### src/design/dpf_pkg.sv
`default_nettype none

package dpf_pkg;

  // ----------------------------------------------------------------
  // Function modes
  // ----------------------------------------------------------------
  typedef enum logic {
    DPF_MODE_SERIAL,                         // Select low: serial, boot, vendor control
    DPF_MODE_SCAN                            // Select high: boundary scan
  } dpf_mode_e;

  // ----------------------------------------------------------------
  // Pin-side bundles
  // ----------------------------------------------------------------
  typedef struct packed {
    logic clock_or_vendor_ctl;               // Shared pin 0 level
    logic tdi_or_serial_rx;                  // Shared pin 2 level
    logic tms_or_boot;                       // Shared pin 3 level
    logic function_select;                   // Select pin level
    logic thermal_alarm_n;                   // Thermal alarm, low active
  } dpf_pin_in_s;

  // Core-side boundary scan inputs
  typedef struct packed {
    logic tck;                               // Scan clock level
    logic tdi;                               // Scan data in
    logic tms;                               // Scan mode select
  } dpf_scan_s;

  // Core-side secondary inputs
  typedef struct packed {
    logic serial_rx;                         // Serial receive line
    logic boot;                              // Vendor boot signal
    logic vendor_ctl;                        // Vendor control signal
  } dpf_alt_s;

  // ----------------------------------------------------------------
  // Reset and idle values
  // ----------------------------------------------------------------
  localparam int          DPF_SYNC_STAGES   = 2;                 // Flops per pin input
  localparam int          DPF_PIN_LATENCY   = 3;                 // Pin to core output, cycles
  localparam dpf_pin_in_s DPF_PIN_IN_RST    = 5'h1F;             // Pins idle high, select high
  localparam dpf_scan_s   DPF_SCAN_IDLE     = 3'h3;              // Tck low, tdi and tms high
  localparam dpf_alt_s    DPF_ALT_IDLE      = 3'h4;              // Rx idle high, boot and ctl low
  localparam logic        DPF_TX_PIN_RST    = 1'h1;              // Transmit pin idles high
  localparam logic        DPF_TX_OE_RST     = 1'h0;              // Pin released in reset
  localparam logic        DPF_TRIP_N_RST    = 1'h1;              // Trip inactive in reset
  localparam logic [1:0]  DPF_RST_AGE_MAX   = 2'h3;              // Age at which pipeline is live

endpackage

`default_nettype wire

### src/design/dpf_debug_pin_select.sv
`default_nettype none

module dpf_debug_pin_select
  import dpf_pkg::*;
(
  input  wire logic                 i_sys_clk,            // System clock, 100 MHz
  input  wire logic                 i_srst,               // Synchronous reset, high
  input  wire dpf_pkg::dpf_pin_in_s i_pin,                // Raw connector pin levels
  input  wire logic                 i_scan_tdo,           // Scan data out from core
  input  wire logic                 i_scan_tdo_en,        // Core shifting, drive data out
  input  wire logic                 i_serial_tx,          // Serial transmit from core
  input  wire logic                 i_cpu_overheat,       // Processor overheat event
  output logic                      o_tdo_or_tx_out,      // Shared pin 1 output level
  output logic                      o_tdo_or_tx_oe,       // Shared pin 1 drive enable
  output dpf_pkg::dpf_mode_e        o_mode,               // Current function mode
  output dpf_pkg::dpf_scan_s        o_scan,               // Scan signals to core
  output dpf_pkg::dpf_alt_s         o_alt,                // Secondary signals to core
  output logic                      o_throttle_req,       // Thermal throttling request
  output logic                      o_alarm_event,        // One pulse on alarm onset
  output logic                      o_thermal_trip_n,     // Thermal trip pin, low active
  output logic                      o_soft_off_req        // Soft-off request to power control
);

  // ----------------------------------------------------------------
  // Input synchroniser
  // ----------------------------------------------------------------
  dpf_pin_in_s meta_ff;                                   // First stage, read by sync_ff only
  dpf_pin_in_s sync_ff;                                   // Second stage, safe to use
  dpf_mode_e   nxt_mode;                                  // Mode from synced select
  logic        alarm_prev_ff;                             // Last synced alarm level
  logic        trip_ff;                                   // Sticky trip state
  logic [1:0]  rst_age_ff;                                // Cycles since reset, checks only

  // Pins are asynchronous to the core clock; two flops stop metastability
  always_ff @(posedge i_sys_clk) begin
    if (i_srst) begin
      meta_ff <= DPF_PIN_IN_RST;
      sync_ff <= DPF_PIN_IN_RST;
    end else begin
      meta_ff <= i_pin;
      sync_ff <= meta_ff;
    end
  end

  // ----------------------------------------------------------------
  // Mode decode
  // ----------------------------------------------------------------
  // Pure decode of the select level, no hysteresis or switch delay
  always_comb begin
    nxt_mode = sync_ff.function_select ? DPF_MODE_SCAN : DPF_MODE_SERIAL;
  end

  // Mode register
  always_ff @(posedge i_sys_clk) begin
    if (i_srst) begin
      o_mode <= DPF_MODE_SCAN;
    end else begin
      o_mode <= nxt_mode;
    end
  end

  // ----------------------------------------------------------------
  // Input routing
  // ----------------------------------------------------------------
  // Unselected side sees idle levels so its logic never sees stray edges
  always_ff @(posedge i_sys_clk) begin
    if (i_srst) begin
      o_scan <= DPF_SCAN_IDLE;
      o_alt  <= DPF_ALT_IDLE;
    end else begin
      unique case (nxt_mode)
        DPF_MODE_SCAN: begin                              // Boundary scan use
          o_scan.tck <= sync_ff.clock_or_vendor_ctl;
          o_scan.tdi <= sync_ff.tdi_or_serial_rx;
          o_scan.tms <= sync_ff.tms_or_boot;
          o_alt      <= DPF_ALT_IDLE;
        end
        DPF_MODE_SERIAL: begin                            // Secondary use
          o_scan           <= DPF_SCAN_IDLE;
          o_alt.serial_rx  <= sync_ff.tdi_or_serial_rx;
          o_alt.boot       <= sync_ff.tms_or_boot;
          o_alt.vendor_ctl <= sync_ff.clock_or_vendor_ctl;
        end
      endcase
    end
  end

  // ----------------------------------------------------------------
  // Output routing, shared pin 1
  // ----------------------------------------------------------------
  // Data out drives only while shifting; serial transmit always drives
  always_ff @(posedge i_sys_clk) begin
    if (i_srst) begin
      o_tdo_or_tx_out <= DPF_TX_PIN_RST;
      o_tdo_or_tx_oe  <= DPF_TX_OE_RST;
    end else begin
      unique case (nxt_mode)
        DPF_MODE_SCAN: begin                              // Scan data out
          o_tdo_or_tx_out <= i_scan_tdo;
          o_tdo_or_tx_oe  <= i_scan_tdo_en;
        end
        DPF_MODE_SERIAL: begin                            // Serial transmit
          o_tdo_or_tx_out <= i_serial_tx;
          o_tdo_or_tx_oe  <= 1'b1;
        end
      endcase
    end
  end

  // ----------------------------------------------------------------
  // Thermal alarm
  // ----------------------------------------------------------------
  // Throttle follows the level; the pulse marks each new onset
  always_ff @(posedge i_sys_clk) begin
    if (i_srst) begin
      alarm_prev_ff  <= 1'b1;
      o_throttle_req <= 1'b0;
      o_alarm_event  <= 1'b0;
    end else begin
      alarm_prev_ff  <= sync_ff.thermal_alarm_n;
      o_throttle_req <= ~sync_ff.thermal_alarm_n;
      o_alarm_event  <= alarm_prev_ff & ~sync_ff.thermal_alarm_n;
    end
  end

  // ----------------------------------------------------------------
  // Thermal trip
  // ----------------------------------------------------------------
  // Sticky until reset: a cooled processor must not wake itself
  always_ff @(posedge i_sys_clk) begin
    if (i_srst) begin
      trip_ff <= 1'b0;
    end else if (i_cpu_overheat) begin
      trip_ff <= 1'b1;
    end
  end

  // Trip outputs assert the cycle after the overheat event
  always_ff @(posedge i_sys_clk) begin
    if (i_srst) begin
      o_thermal_trip_n <= DPF_TRIP_N_RST;
      o_soft_off_req   <= 1'b0;
    end else begin
      o_thermal_trip_n <= ~(trip_ff | i_cpu_overheat);
      o_soft_off_req   <= trip_ff | i_cpu_overheat;
    end
  end

  // ----------------------------------------------------------------
  // Check helpers
  // ----------------------------------------------------------------
  // Counts cycles since reset so pin history is trusted only when live
  always_ff @(posedge i_sys_clk) begin
    if (i_srst) begin
      rst_age_ff <= 2'h0;
    end else if (rst_age_ff != DPF_RST_AGE_MAX) begin
      rst_age_ff <= rst_age_ff + 2'h1;
    end
  end

  // ----------------------------------------------------------------
  // Assertions
  // ----------------------------------------------------------------
  property p_mode_follow;
    @(posedge i_sys_clk) disable iff (i_srst)
      (rst_age_ff == DPF_RST_AGE_MAX) |-> ((o_mode == DPF_MODE_SCAN) == $past(i_pin.function_select, 3));
  endproperty
  a_mode_follow: assert property (p_mode_follow) else $error("mode not following select");

  property p_scan_inputs;
    @(posedge i_sys_clk) disable iff (i_srst)
      (rst_age_ff == DPF_RST_AGE_MAX && o_mode == DPF_MODE_SCAN)
        |-> (o_scan.tck == $past(i_pin.clock_or_vendor_ctl, 3) && o_scan.tms == $past(i_pin.tms_or_boot, 3)
             && o_scan.tdi == $past(i_pin.tdi_or_serial_rx, 3));
  endproperty
  a_scan_inputs: assert property (p_scan_inputs) else $error("scan inputs misrouted");

  property p_serial_scan_idle;
    @(posedge i_sys_clk) disable iff (i_srst)
      (o_mode == DPF_MODE_SERIAL) |-> (o_scan == DPF_SCAN_IDLE);
  endproperty
  a_serial_scan_idle: assert property (p_serial_scan_idle) else $error("scan active in secondary mode");

  property p_tx_pin;
    @(posedge i_sys_clk) disable iff (i_srst)
      (nxt_mode == DPF_MODE_SERIAL) |=> (o_tdo_or_tx_oe && o_tdo_or_tx_out == $past(i_serial_tx));
  endproperty
  a_tx_pin: assert property (p_tx_pin) else $error("transmit not on pin 1");

  property p_tdo_pin;
    @(posedge i_sys_clk) disable iff (i_srst)
      (nxt_mode == DPF_MODE_SCAN) |=> (o_tdo_or_tx_oe == $past(i_scan_tdo_en) && o_tdo_or_tx_out == $past(i_scan_tdo));
  endproperty
  a_tdo_pin: assert property (p_tdo_pin) else $error("scan data out not on pin 1");

  property p_rx_route;
    @(posedge i_sys_clk) disable iff (i_srst)
      (rst_age_ff == DPF_RST_AGE_MAX && o_mode == DPF_MODE_SERIAL)
        |-> (o_alt.serial_rx == $past(i_pin.tdi_or_serial_rx, 3));
  endproperty
  a_rx_route: assert property (p_rx_route) else $error("receive misrouted");

  property p_boot_route;
    @(posedge i_sys_clk) disable iff (i_srst)
      (rst_age_ff == DPF_RST_AGE_MAX && o_mode == DPF_MODE_SERIAL) |-> (o_alt.boot == $past(i_pin.tms_or_boot, 3));
  endproperty
  a_boot_route: assert property (p_boot_route) else $error("boot signal misrouted");

  property p_vendor_gated;
    @(posedge i_sys_clk) disable iff (i_srst)
      (o_mode == DPF_MODE_SCAN) |-> (o_alt == DPF_ALT_IDLE);
  endproperty
  a_vendor_gated: assert property (p_vendor_gated) else $error("secondary signals leak in scan mode");

  property p_vendor_route;
    @(posedge i_sys_clk) disable iff (i_srst)
      (rst_age_ff == DPF_RST_AGE_MAX && o_mode == DPF_MODE_SERIAL)
        |-> (o_alt.vendor_ctl == $past(i_pin.clock_or_vendor_ctl, 3));
  endproperty
  a_vendor_route: assert property (p_vendor_route) else $error("vendor control misrouted");

  property p_throttle;
    @(posedge i_sys_clk) disable iff (i_srst)
      (rst_age_ff == DPF_RST_AGE_MAX) |-> (o_throttle_req == !$past(i_pin.thermal_alarm_n, 3));
  endproperty
  a_throttle: assert property (p_throttle) else $error("throttle not tied to alarm");

  property p_alarm_pulse;
    @(posedge i_sys_clk) disable iff (i_srst)
      o_alarm_event |=> !o_alarm_event;
  endproperty
  a_alarm_pulse: assert property (p_alarm_pulse) else $error("alarm event longer than one cycle");

  property p_trip_now;
    @(posedge i_sys_clk) disable iff (i_srst)
      i_cpu_overheat |=> (!o_thermal_trip_n && o_soft_off_req);
  endproperty
  a_trip_now: assert property (p_trip_now) else $error("trip late after overheat");

  property p_trip_sticky;
    @(posedge i_sys_clk) disable iff (i_srst)
      !o_thermal_trip_n |=> (!o_thermal_trip_n && o_soft_off_req) [*4];
  endproperty
  a_trip_sticky: assert property (p_trip_sticky) else $error("trip released before reset");

endmodule

`default_nettype wire

### config.mk
export PLATFORM = sky130hd
export DESIGN_NAME = dpf_debug_pin_select
export DESIGN_NICKNAME = d
export VERILOG_FILES = /design/src/design/dpf_pkg.sv /design/src/design/dpf_debug_pin_select.sv
export SDC_FILE = /design/constraint.sdc
export NUM_CORES = 1
export LEC_CHECK = 0
export BUFFER_PORTS_ARGS = -buffer_cell sky130_fd_sc_hd__buf_2
export CAP_MARGIN = 10
export CORE_MARGIN = 2
export CORE_UTILIZATION = 45
export DETAILED_ROUTE_END_ITERATION = 7
export PLACE_DENSITY = 0.82
export SYNTH_ARGS = -nofsm -noshare
export SYNTH_HDL_FRONTEND = slang
export SYNTH_SLANG_ARGS = --single-unit
### constraint.sdc
create_clock -name i_sys_clk -period 0.97 [get_ports i_sys_clk]
set_clock_uncertainty 0.1 [all_clocks]
set_input_delay 0.1455 -clock i_sys_clk [delete_from_list [all_inputs] [get_ports i_sys_clk]]
set_output_delay 0.1455 -clock i_sys_clk [all_outputs]
set_load 0.05 [all_outputs]
==> flow_summary.json, run 1 <==
{
  "cts_buffers": 3,
  "drt_iter0_markers": 1,
  "global_route_overflow": 0,
  "finish.instance_area_sq_um": 1020,
  "layout.cells.most_common": "dfxtp_2",
  "synth_seq_cells": 25,
  "number_of_endpoints_with_negative_hold_slack_in_the_final_report": 0,
  "global_route_wire_length_before_repair_um": 1790,
  "postCtsSetupRepairBufs": 0,
  "drt_first_pass_iters": 2,
  "worst_r2r_endpoint": "o_alt[2]",
  "routed_wirelength_um": 1060,
  "holdWs_ns": 0.0697,
  "avgSynthCellArea_sq_um": 11.9,
  "grt_antenna_before_repair": 0,
  "slew_headroom_pct": 83.7,
  "cp_depth": 1,
  "fp_rows": 13,
  "fin_crit_sh_pct": 110,
  "totalPowerFinal_mw": 1.75,
  "post-synth-top-area-cell": "dfxtp_1",
  "largest_net_degree_at_the_start_of_global_routing": 20,
  "timing.critical_path.to": "o_alt[2]",
  "reg2regPathDepth": 1,
  "io_buffer_count": 23,
  "endpoint_kind": "output pin",
  "period_needed_ns": 1.07,
  "num_vias": 457,
  "cp_cell_sequence": "buf_8",
  "nets": 102,
  "timing.hold.worst.class": "in2reg",
  "synth.lib_cells_used.distinct": 13,
  "leakagePower_nw": 0.460,
  "crit_type": "reg2out",
  "globalRouteMet3Util_pct": 1.70,
  "detail_route.wl_per_cell_um": 10.1,
  "synth.yosys.warnings": 0,
  "worst_ep_required_time_ns": 0.72,
  "avgViaCountPerCell": 4.35,
  "groute.layer.met2.usage_pct": 24.8,
  "diodes": 0,
  "timing.setup.tns_ns": -0.940,
  "vdd_drop_max_mv": 0.837,
  "first_global_vias": 457,
  "setup-violations-final": 13,
  "cp.buffers_inverters": 1,
  "max_slew.worst_pin.slew_ns": 0.244,
  "synth_cells": 57,
  "chipWidth_um": 42.8,
  "skew_pair_late_insertion_delay_ns": 0.30,
  "post_synth_main_area_contributors": "dfxtp_1, or2_1, nor2_1",
  "critical_path_arrival_ns": 0.82,
  "dp.cells": 94,
  "status": "finished with violations",
  "cts.root.buffer_cell": "clkbuf_4",
  "worst_slack_after_detailed_placement_ns": 0.0356,
  "start_util_pct": 50.0,
  "failed_checks": "negative setup slack",
  "synth_top_cell_area_share_pct": 74.1,
  "fillerInstances": 91,
  "gr_util_all_layers_pct": 13.2,
  "power_density_nw_per_um2": 1710,
  "worst_path_cell_with_the_longest_stage_delay": "dfxtp_2",
  "cts_tree": "yes",
  "die_h_um": 42.8,
  "cts.reportedPaths.clkPinSlew_ns": 0.13,
  "layout.core_utilization_pct": 75.8,
  "fin_cells": 105,
  "layout-drive-gt1-share_pct": 46.7,
  "crit_path_max_incr_delay_ns": 0.37,
  "gp_congestion": 0.717,
  "synth.cell_area_sq_um": 676,
  "cts.path.max_buffers": 2,
  "unrepaired_setup_endpoints_after_global_routing": "true",
  "critical_path_launch_point_type": "flip-flop",
  "numClockSinks": 25,
  "cts_max_level": 1,
  "grt_most_used_layer": "met2",
  "grt_util_met1_pct": 12.8,
  "final_cell_mix": "dfxtp_2, or2_1, dfxtp_1",
  "drt.antenna.violating_nets": 0,
  "final-seq-area_sq_um": 518,
  "area_delta_synth_final_pct": 51.5,
  "synth-seq-area-share_pct": 74.1,
  "post-route-drc-count": 0,
  "cell_type_group_with_the_largest_total_delay_on_the_critical_path": "flip-flops",
  "synth_fp_nets": 68,
  "postPlaceCellArea_sq_um": 805,
  "boundaryPins": 24,
  "startpoint": "o_alt[2]",
  "timing.critical_path.fanout_max": 1,
  "post-route-worst-setup-slack_ns": -0.0972,
  "multiInputGateArea_sq_um": 158,
  "worstReg2RegStart": "sync_ff[1]",
  "r2r_setup_slack_ns": 0.04,
  "drv_cap": 0,
  "finalMaxSlewViolations": 0,
  "design.die.area_sq_um": 1830,
  "achievable-frequency_mhz": 937,
  "design.core.area_sq_um": 1350
}
cell type report:
| cell class | instances | area share, % |
|---|---|---|
| clock buffer | 3 | 2.20 |
| clock inverter | 1 | 0.489 |
| timing repair buffer | 30 | 28.0 |
| sequential | 25 | 50.6 |
| tap | 15 | 1.83 |
| inverter | 4 | 1.47 |
| multi-input combinational | 27 | 15.4 |
cell usage after synthesis:
library cell / count
or3_1: 1
inv_2: 1
a21oi_1: 1
a211o_1: 1
nand2_1: 1
buf_2: 1
dfxtp_1: 25
inv_1: 3
nor2_1: 5
or2_1: 13
and2_1: 2
nor2b_1: 2
nand2b_1: 1
cells by family (layout without fill, tap and decap cells):
kind of cell    Yosys count  count (layout)  share of synthesized area (%)
buf+inv                   5              38                           2.96
flops                    25              25                           74.1
simple gates             25              25                           20.9
compound gates            2               2                           2.04
metal layers:
metal / vias up / part of all wire [%]
li1: 236 / -
met1: 200 / 40
met2: 17 / 53
met3: 4 / 4.0
met4: 0 / 2.6
met5: - / 0
power breakdown:
group / internal, mW / switching (mW)
sequential: 1.08 / 0.0179
combinational: 0.102 / 0.117
clock: 0.153 / 0.287
flip-flops by register name (all words and copies together), names as in the netlist:
| register | cells |
|---|---|
| o_tdo_or_tx_out | 1 |
| o_scan | 3 |
| o_mode | 1 |
| o_throttle_req | 1 |
| o_tdo_or_tx_oe | 1 |
| o_soft_off_req | 1 |
| alarm_prev_ff | 1 |
| o_thermal_trip_n | 1 |
| trip_ff | 1 |
| o_alarm_event | 1 |
| meta_ff | 5 |
| sync_ff | 5 |
| o_alt | 3 |
how the worst min path moves through the flow:
stage	start	end	slack, ns	cells past startpoint
5_1_grt	i_srst	trip_ff	0.08	2
3_3_place_gp	i_pin[1]	meta_ff[1]	0.22	2
3_5_place_dp	i_pin[2]	meta_ff[2]	0.22	2
4_1_cts	i_serial_tx	o_tdo_or_tx_out	0.05	3
6_report	i_srst	trip_ff	0.07	2
2_1_floorplan	i_pin[0]	meta_ff[0]	0.14	1
what timing repair did:
item                                    in CTS  in global routing
hold buffers                                 8                  0
resized for setup                           41                  4
endpoints found under the setup margin      13                 17
hold endpoints to repair                     9                  0
No activity file was read; power rests on OpenSTA's default activity.
==> inputs of run 2 (changes only) <==
Settings changed: ABC_AREA set to 1.
==> run 2 against run 1 <==
  * The run still ends with negative setup slack left
  * Total power is 0.23% lower
  * Clock power decreased by 4%
  * Highest routed layer unchanged
  * First-iteration DRC count did not move
==> flow_summary.json, run 2 <==
{
  "status": "finished with violations",
  "failed_checks": "negative setup slack",
  "die_h_um": 42.9,
  "chipWidth_um": 42.9,
  "critical_path_launch_point_type": "flip-flop",
  "synth-seq-area-share_pct": 73.7,
  "boundaryPins": 24,
  "drt_first_pass_iters": 2,
  "crit_path_max_incr_delay_ns": 0.36,
  "multiInputGateArea_sq_um": 141,
  "endpoint_kind": "output pin",
  "fin_crit_sh_pct": 108,
  "cts.root.buffer_cell": "clkbuf_4",
  "design.core.area_sq_um": 1450,
  "routed_wirelength_um": 1070,
  "global_route_wire_length_before_repair_um": 1750,
  "postCtsSetupRepairBufs": 0,
  "cts_max_level": 1,
  "unrepaired_setup_endpoints_after_global_routing": "true",
  "synth.lib_cells_used.distinct": 11,
  "yosys.cell_count.top_type": "dfxtp_1",
  "layout.core_utilization_pct": 71.9,
  "cp_cell_sequence": "buf_8",
  "final_cell_mix": "dfxtp_2, dfxtp_1, buf_2",
  "max_slew.worst_pin.slew_ns": 0.198,
  "yosys.area_share.adder_pct": 0,
  "leakagePower_nw": 0.495,
  "area_delta_synth_final_pct": 53.8,
  "biggest_registers_after_layout": "meta_ff x5, sync_ff x5",
  "synth_fp_nets": 73,
  "global_route_overflow": 0,
  "crit_type": "reg2out",
  "fp_rows": 14,
  "cp.buffers_inverters": 1,
  "post-route-worst-setup-slack_ns": -0.0811,
  "period_needed_ns": 1.05,
  "io_buffer_count": 23,
  "design.die.area_sq_um": 1840,
  "synth_top_cell_area_share_pct": 73.7,
  "post-synth-top-area-cell": "dfxtp_1",
  "dp.cells": 100,
  "gr_util_all_layers_pct": 13.1,
  "synth.cell_area_sq_um": 679,
  "synth_seq_cells": 25,
  "skew_pair_late_insertion_delay_ns": 0.30,
  "critical_path_arrival_ns": 0.81,
  "number_of_enable_flip_flop_cells_after_synthesis": 0,
  "cts_buffers": 3,
  "synth-compound-area-share_pct": 0.737,
  "nets": 109,
  "post_synthesis_async_set_or_reset_flop_share_pct": 0,
  "post_synth_main_area_contributors": "dfxtp_1, or2_1, nand2_1",
  "gp_congestion": 0.693,
  "avgViaCountPerCell": 4.21,
  "drt_iter0_markers": 1,
  "cell_type_group_with_the_largest_total_delay_on_the_critical_path": "flip-flops",
  "cts.reportedPaths.clkPinSlew_ns": 0.12,
  "main_combinational_cell_family_by_area_after_synthesis": "simple AND/OR/NAND/NOR gates",
  "layout-drive-gt1-share_pct": 46.4,
  "simple_gate_fraction_of_synth_area_pct": 20.1,
  "synth.yosys.warnings": 0,
  "synth_cells": 62,
  "vdd_drop_max_mv": 1.18,
  "drv_cap": 0,
  "numClockSinks": 25,
  "first_global_vias": 480,
  "grt_antenna_before_repair": 0,
  "timing.hold.worst.class": "in2reg",
  "detail_route.wl_per_cell_um": 9.49,
  "drt.antenna.violating_nets": 0,
  "cts.path.max_buffers": 2,
  "finalMaxSlewViolations": 0,
  "slew_headroom_pct": 86.8,
  "setup-violations-final": 13,
  "power_density_nw_per_um2": 1680,
  "final-seq-area_sq_um": 517,
  "post-route-drc-count": 0,
  "worst_path_cell_with_the_longest_stage_delay": "dfxtp_2",
  "largest_net_degree_at_the_start_of_global_routing": 16,
  "layout.cells.most_common": "dfxtp_2",
  "fillerInstances": 104,
  "worst_ep_required_time_ns": 0.72,
  "timing.critical_path.fanout_max": 1,
  "ys.flop_type": "dfxtp_1",
  "achievable-frequency_mhz": 951,
  "avgSynthCellArea_sq_um": 11.0,
  "number_of_endpoints_with_negative_hold_slack_in_the_final_report": 0,
  "num_vias": 476,
  "diodes": 0,
  "start_util_pct": 46.7,
  "cts_tree": "yes",
  "synth_xor_xnor_area_share_pct": 0,
  "synth.top_cells.by_count": "dfxtp_1, nand2_1, nor2_1",
  "fin_cells": 113,
  "synth.area.mux_share_pct": 0
}
## run 2: cell types whose count changed after synthesis, moves of 3 or more
cell	before	now
or2_1	13	6
inv_1	3	6
or2_2	0	4
nand2_1	1	8
## run 2: worst paths after layout
path | start | endpoint | slack (ns) | depth (start not counted)
hold reg to reg | meta_ff[1] | sync_ff[1] | 0.32 | 1
setup reg to reg | sync_ff[1] | o_tdo_or_tx_oe | 0.15 | 3
setup / recovery | o_tdo_or_tx_oe | o_tdo_or_tx_oe | -0.08 | 1
hold / removal | i_srst | o_alarm_event | 0.04 | 2
## run 2: timing repair
action,4_1_cts,5_1_grt
setup endpoints to repair,13,13
endpoints found under the hold margin,10,0
hold buffers,9,0
resized for setup,42,4
## run 2: metrics by stage
stage	hold slack [ns]	total power, mW	cell area, sq um	setup TNS [ns]	worst slack, ns
final	0.0436	1.75	1040	-0.882	-0.0811
after CTS	0.0407	1.77	1030	-1.04	-0.0873
after floorplan	0.143	1.23	679	0	0.137
after global routing	0.0467	1.83	1040	-1.41	-0.126
after detailed placement	0.225	1.28	803	0	0.0718
after global placement	0.221	1.27	803	0	0.133
## run 2: kinds of logic after synthesis
group | count (synthesis)
flops | 25
compound gates | 1
simple gates | 28
buf+inv | 8
## run 2: final cells by class
| cell class | instances | share of cell area (%) |
|---|---|---|
| multi-input combinational | 29 | 13.5 |
| timing repair buffer | 32 | 29.9 |
| clock inverter | 1 | 0.479 |
| clock buffer | 3 | 2.16 |
| sequential | 25 | 49.5 |
| inverter | 7 | 2.51 |
| tap | 16 | 1.92 |
## run 2: routing by layer
| layer | global-route usage [%] | share of wire (%) | vias to the layer above |
|---|---|---|---|
| li1 | - | - | 254 |
| met1 | 12.8 | 40 | 198 |
| met2 | 24.8 | 52 | 22 |
| met3 | 2.55 | 5.9 | 2 |
| met4 | 7.50 | 1.7 | 0 |
| met5 | 0 | 0 | - |
## run 2: power by group
group | internal (mW) | switching, mW | leakage, nW
Clock | 0.154 | 0.269 | 0.0177
Combinational | 0.108 | 0.125 | 0.270
Sequential | 1.08 | 0.0184 | 0.207
==> inputs of run 3 (changes only) <==
Settings changed: GPL_TIMING_DRIVEN set to 0, PLACE_DENSITY 0.82 to 0.73, SLEW_MARGIN set to 30.
==> run 3 against run 2 <==
  * The run still ends with negative setup slack left
  * Routed wire length grew 2.3%
  * Critical path depth did not move
  * Die area did not move
  * Clock power is 1% higher
  * Via count up 3.6%
  * Critical path type unchanged
  * Critical endpoint unchanged
  * Largest cell class unchanged
  * Largest power group unchanged
==> flow_summary.json, run 3 (synthesis gave the netlist of run 2 again) <==
{
  "status": "finished with violations",
  "failed_checks": "negative setup slack",
  "skew_pair_late_insertion_delay_ns": 0.30,
  "cts_tree": "yes",
  "numClockSinks": 25,
  "grt_antenna_before_repair": 0,
  "largest_net_degree_at_the_start_of_global_routing": 15,
  "cts.reportedPaths.clkPinSlew_ns": 0.12,
  "gp_congestion": 0.667,
  "diodes": 0,
  "cts_buffers": 3,
  "fin_crit_sh_pct": 108,
  "num_vias": 493,
  "crit_type": "reg2out",
  "global_route_wire_length_before_repair_um": 1750,
  "slew_headroom_pct": 90.9,
  "drt_first_pass_iters": 3,
  "chipWidth_um": 42.9,
  "io_buffer_count": 23,
  "totalPowerFinal_mw": 1.76,
  "achievable-frequency_mhz": 950,
  "worst_ep_required_time_ns": 0.72,
  "detail_route.wl_per_cell_um": 9.62,
  "drt.antenna.violating_nets": 0,
  "period_needed_ns": 1.05,
  "timing.hold.worst.class": "in2reg",
  "drv_cap": 0,
  "finalMaxSlewViolations": 0,
  "timing.setup.tns_ns": -0.885,
  "die_h_um": 42.9,
  "cts.path.max_buffers": 2,
  "dp_hpwl_um": 620,
  "area_delta_synth_final_pct": 54.9,
  "drt_iter0_markers": 6,
  "first_global_vias": 455,
  "holdWs_ns": 0.00888,
  "crit_path_max_incr_delay_ns": 0.36,
  "fillerInstances": 113,
  "routed_wirelength_um": 1100,
  "unrepaired_setup_endpoints_after_global_routing": "true",
  "worst_path_cell_with_the_longest_stage_delay": "dfxtp_2",
  "endpoint_kind": "output pin",
  "leakagePower_nw": 0.499,
  "final_cell_mix": "dfxtp_2, dfxtp_1, buf_2",
  "biggest_registers_after_layout": "meta_ff x5, sync_ff x5",
  "timing.critical_path.fanout_max": 1,
  "nets": 110,
  "layout.cells.most_common": "dfxtp_2",
  "setup-violations-final": 13,
  "cp_cell_sequence": "buf_8",
  "power_density_nw_per_um2": 1670,
  "max_slew.worst_pin.slew_ns": 0.137,
  "start_util_pct": 46.7,
  "postCtsSetupRepairBufs": 0,
  "post-route-drc-count": 0,
  "layout.core_utilization_pct": 72.4,
  "boundaryPins": 24,
  "critical_path_launch_point_type": "flip-flop",
  "design.die.area_sq_um": 1840,
  "fp_rows": 14,
  "vdd_drop_max_mv": 1.05,
  "gr_util_all_layers_pct": 13.6,
  "global_route_overflow": 0,
  "cts_max_level": 1,
  "avgViaCountPerCell": 4.32,
  "number_of_endpoints_with_negative_hold_slack_in_the_final_report": 0,
  "worst_slack_after_detailed_placement_ns": 0.115,
  "critical_path_arrival_ns": 0.81,
  "post-route-worst-setup-slack_ns": -0.0824,
  "cp.buffers_inverters": 1,
  "design.core.area_sq_um": 1450,
  "multiInputGateArea_sq_um": 141,
  "final-seq-area_sq_um": 517,
  "cell_type_group_with_the_largest_total_delay_on_the_critical_path": "flip-flops",
  "layout-drive-gt1-share_pct": 46.9,
  "cts.root.buffer_cell": "clkbuf_4"
}
[run 3: final cells by class]
type                            count  area share [%]
Multi-Input combinational cell     29            13.4
Inverter                            7            2.50
Sequential cell                    25            49.1
Tap cell                           16            1.90
Clock inverter                      1           0.476
Clock buffer                        3            2.14
Buffer                              1            1.07
Timing Repair Buffer               32            29.4
[run 3: final timing paths]
check / start / to / slack [ns] / cells past startpoint
worst max-delay path: o_tdo_or_tx_oe / o_tdo_or_tx_oe / -0.08 / 1
worst max register to register: sync_ff[1] / o_tdo_or_tx_oe / 0.16 / 3
worst min register to register: meta_ff[2] / sync_ff[2] / 0.32 / 1
worst min-delay path: i_srst / meta_ff[2] / 0.009 / 2
[run 3: metal layers]
metal | global-route usage, % | wire length (um) | vias to the layer above
met2 | 25.8 | 635 | 15
met4 | 9.38 | 14 | 0
met3 | 3.83 | 50 | 2
met5 | 0 | 0 | -
li1 | - | - | 254
met1 | 11.9 | 397 | 222
[run 3: worst reg2reg max path, stage by stage (launching register included)]
cell     delay, ns
dfxtp_1       0.36
inv_1         0.07
nand2_1       0.12
nand2_1       0.06
[run 3: report_power, final]
| group | leakage [nW] | switching [mW] | internal [mW] |
|---|---|---|---|
| clock | 0.0177 | 0.275 | 0.154 |
| combinational | 0.275 | 0.126 | 0.112 |
| sequential | 0.207 | 0.0190 | 1.08 |
| total | 0.499 | 0.420 | 1.34 |
[run 3: repair_timing]
action | in CTS | in global routing
hold buffers | 9 | 0
endpoints found under the setup margin | 13 | 13
endpoints found under the hold margin | 10 | 0
gates resized for setup | 39 | 6
[run 3: metrics by stage]
step | cells | instance area, sq um
after floorplan | 62 | 679
after global placement | 101 | 815
after detailed placement | 101 | 815
after CTS | 114 | 1030
after global routing | 114 | 1050
final | 114 | 1050
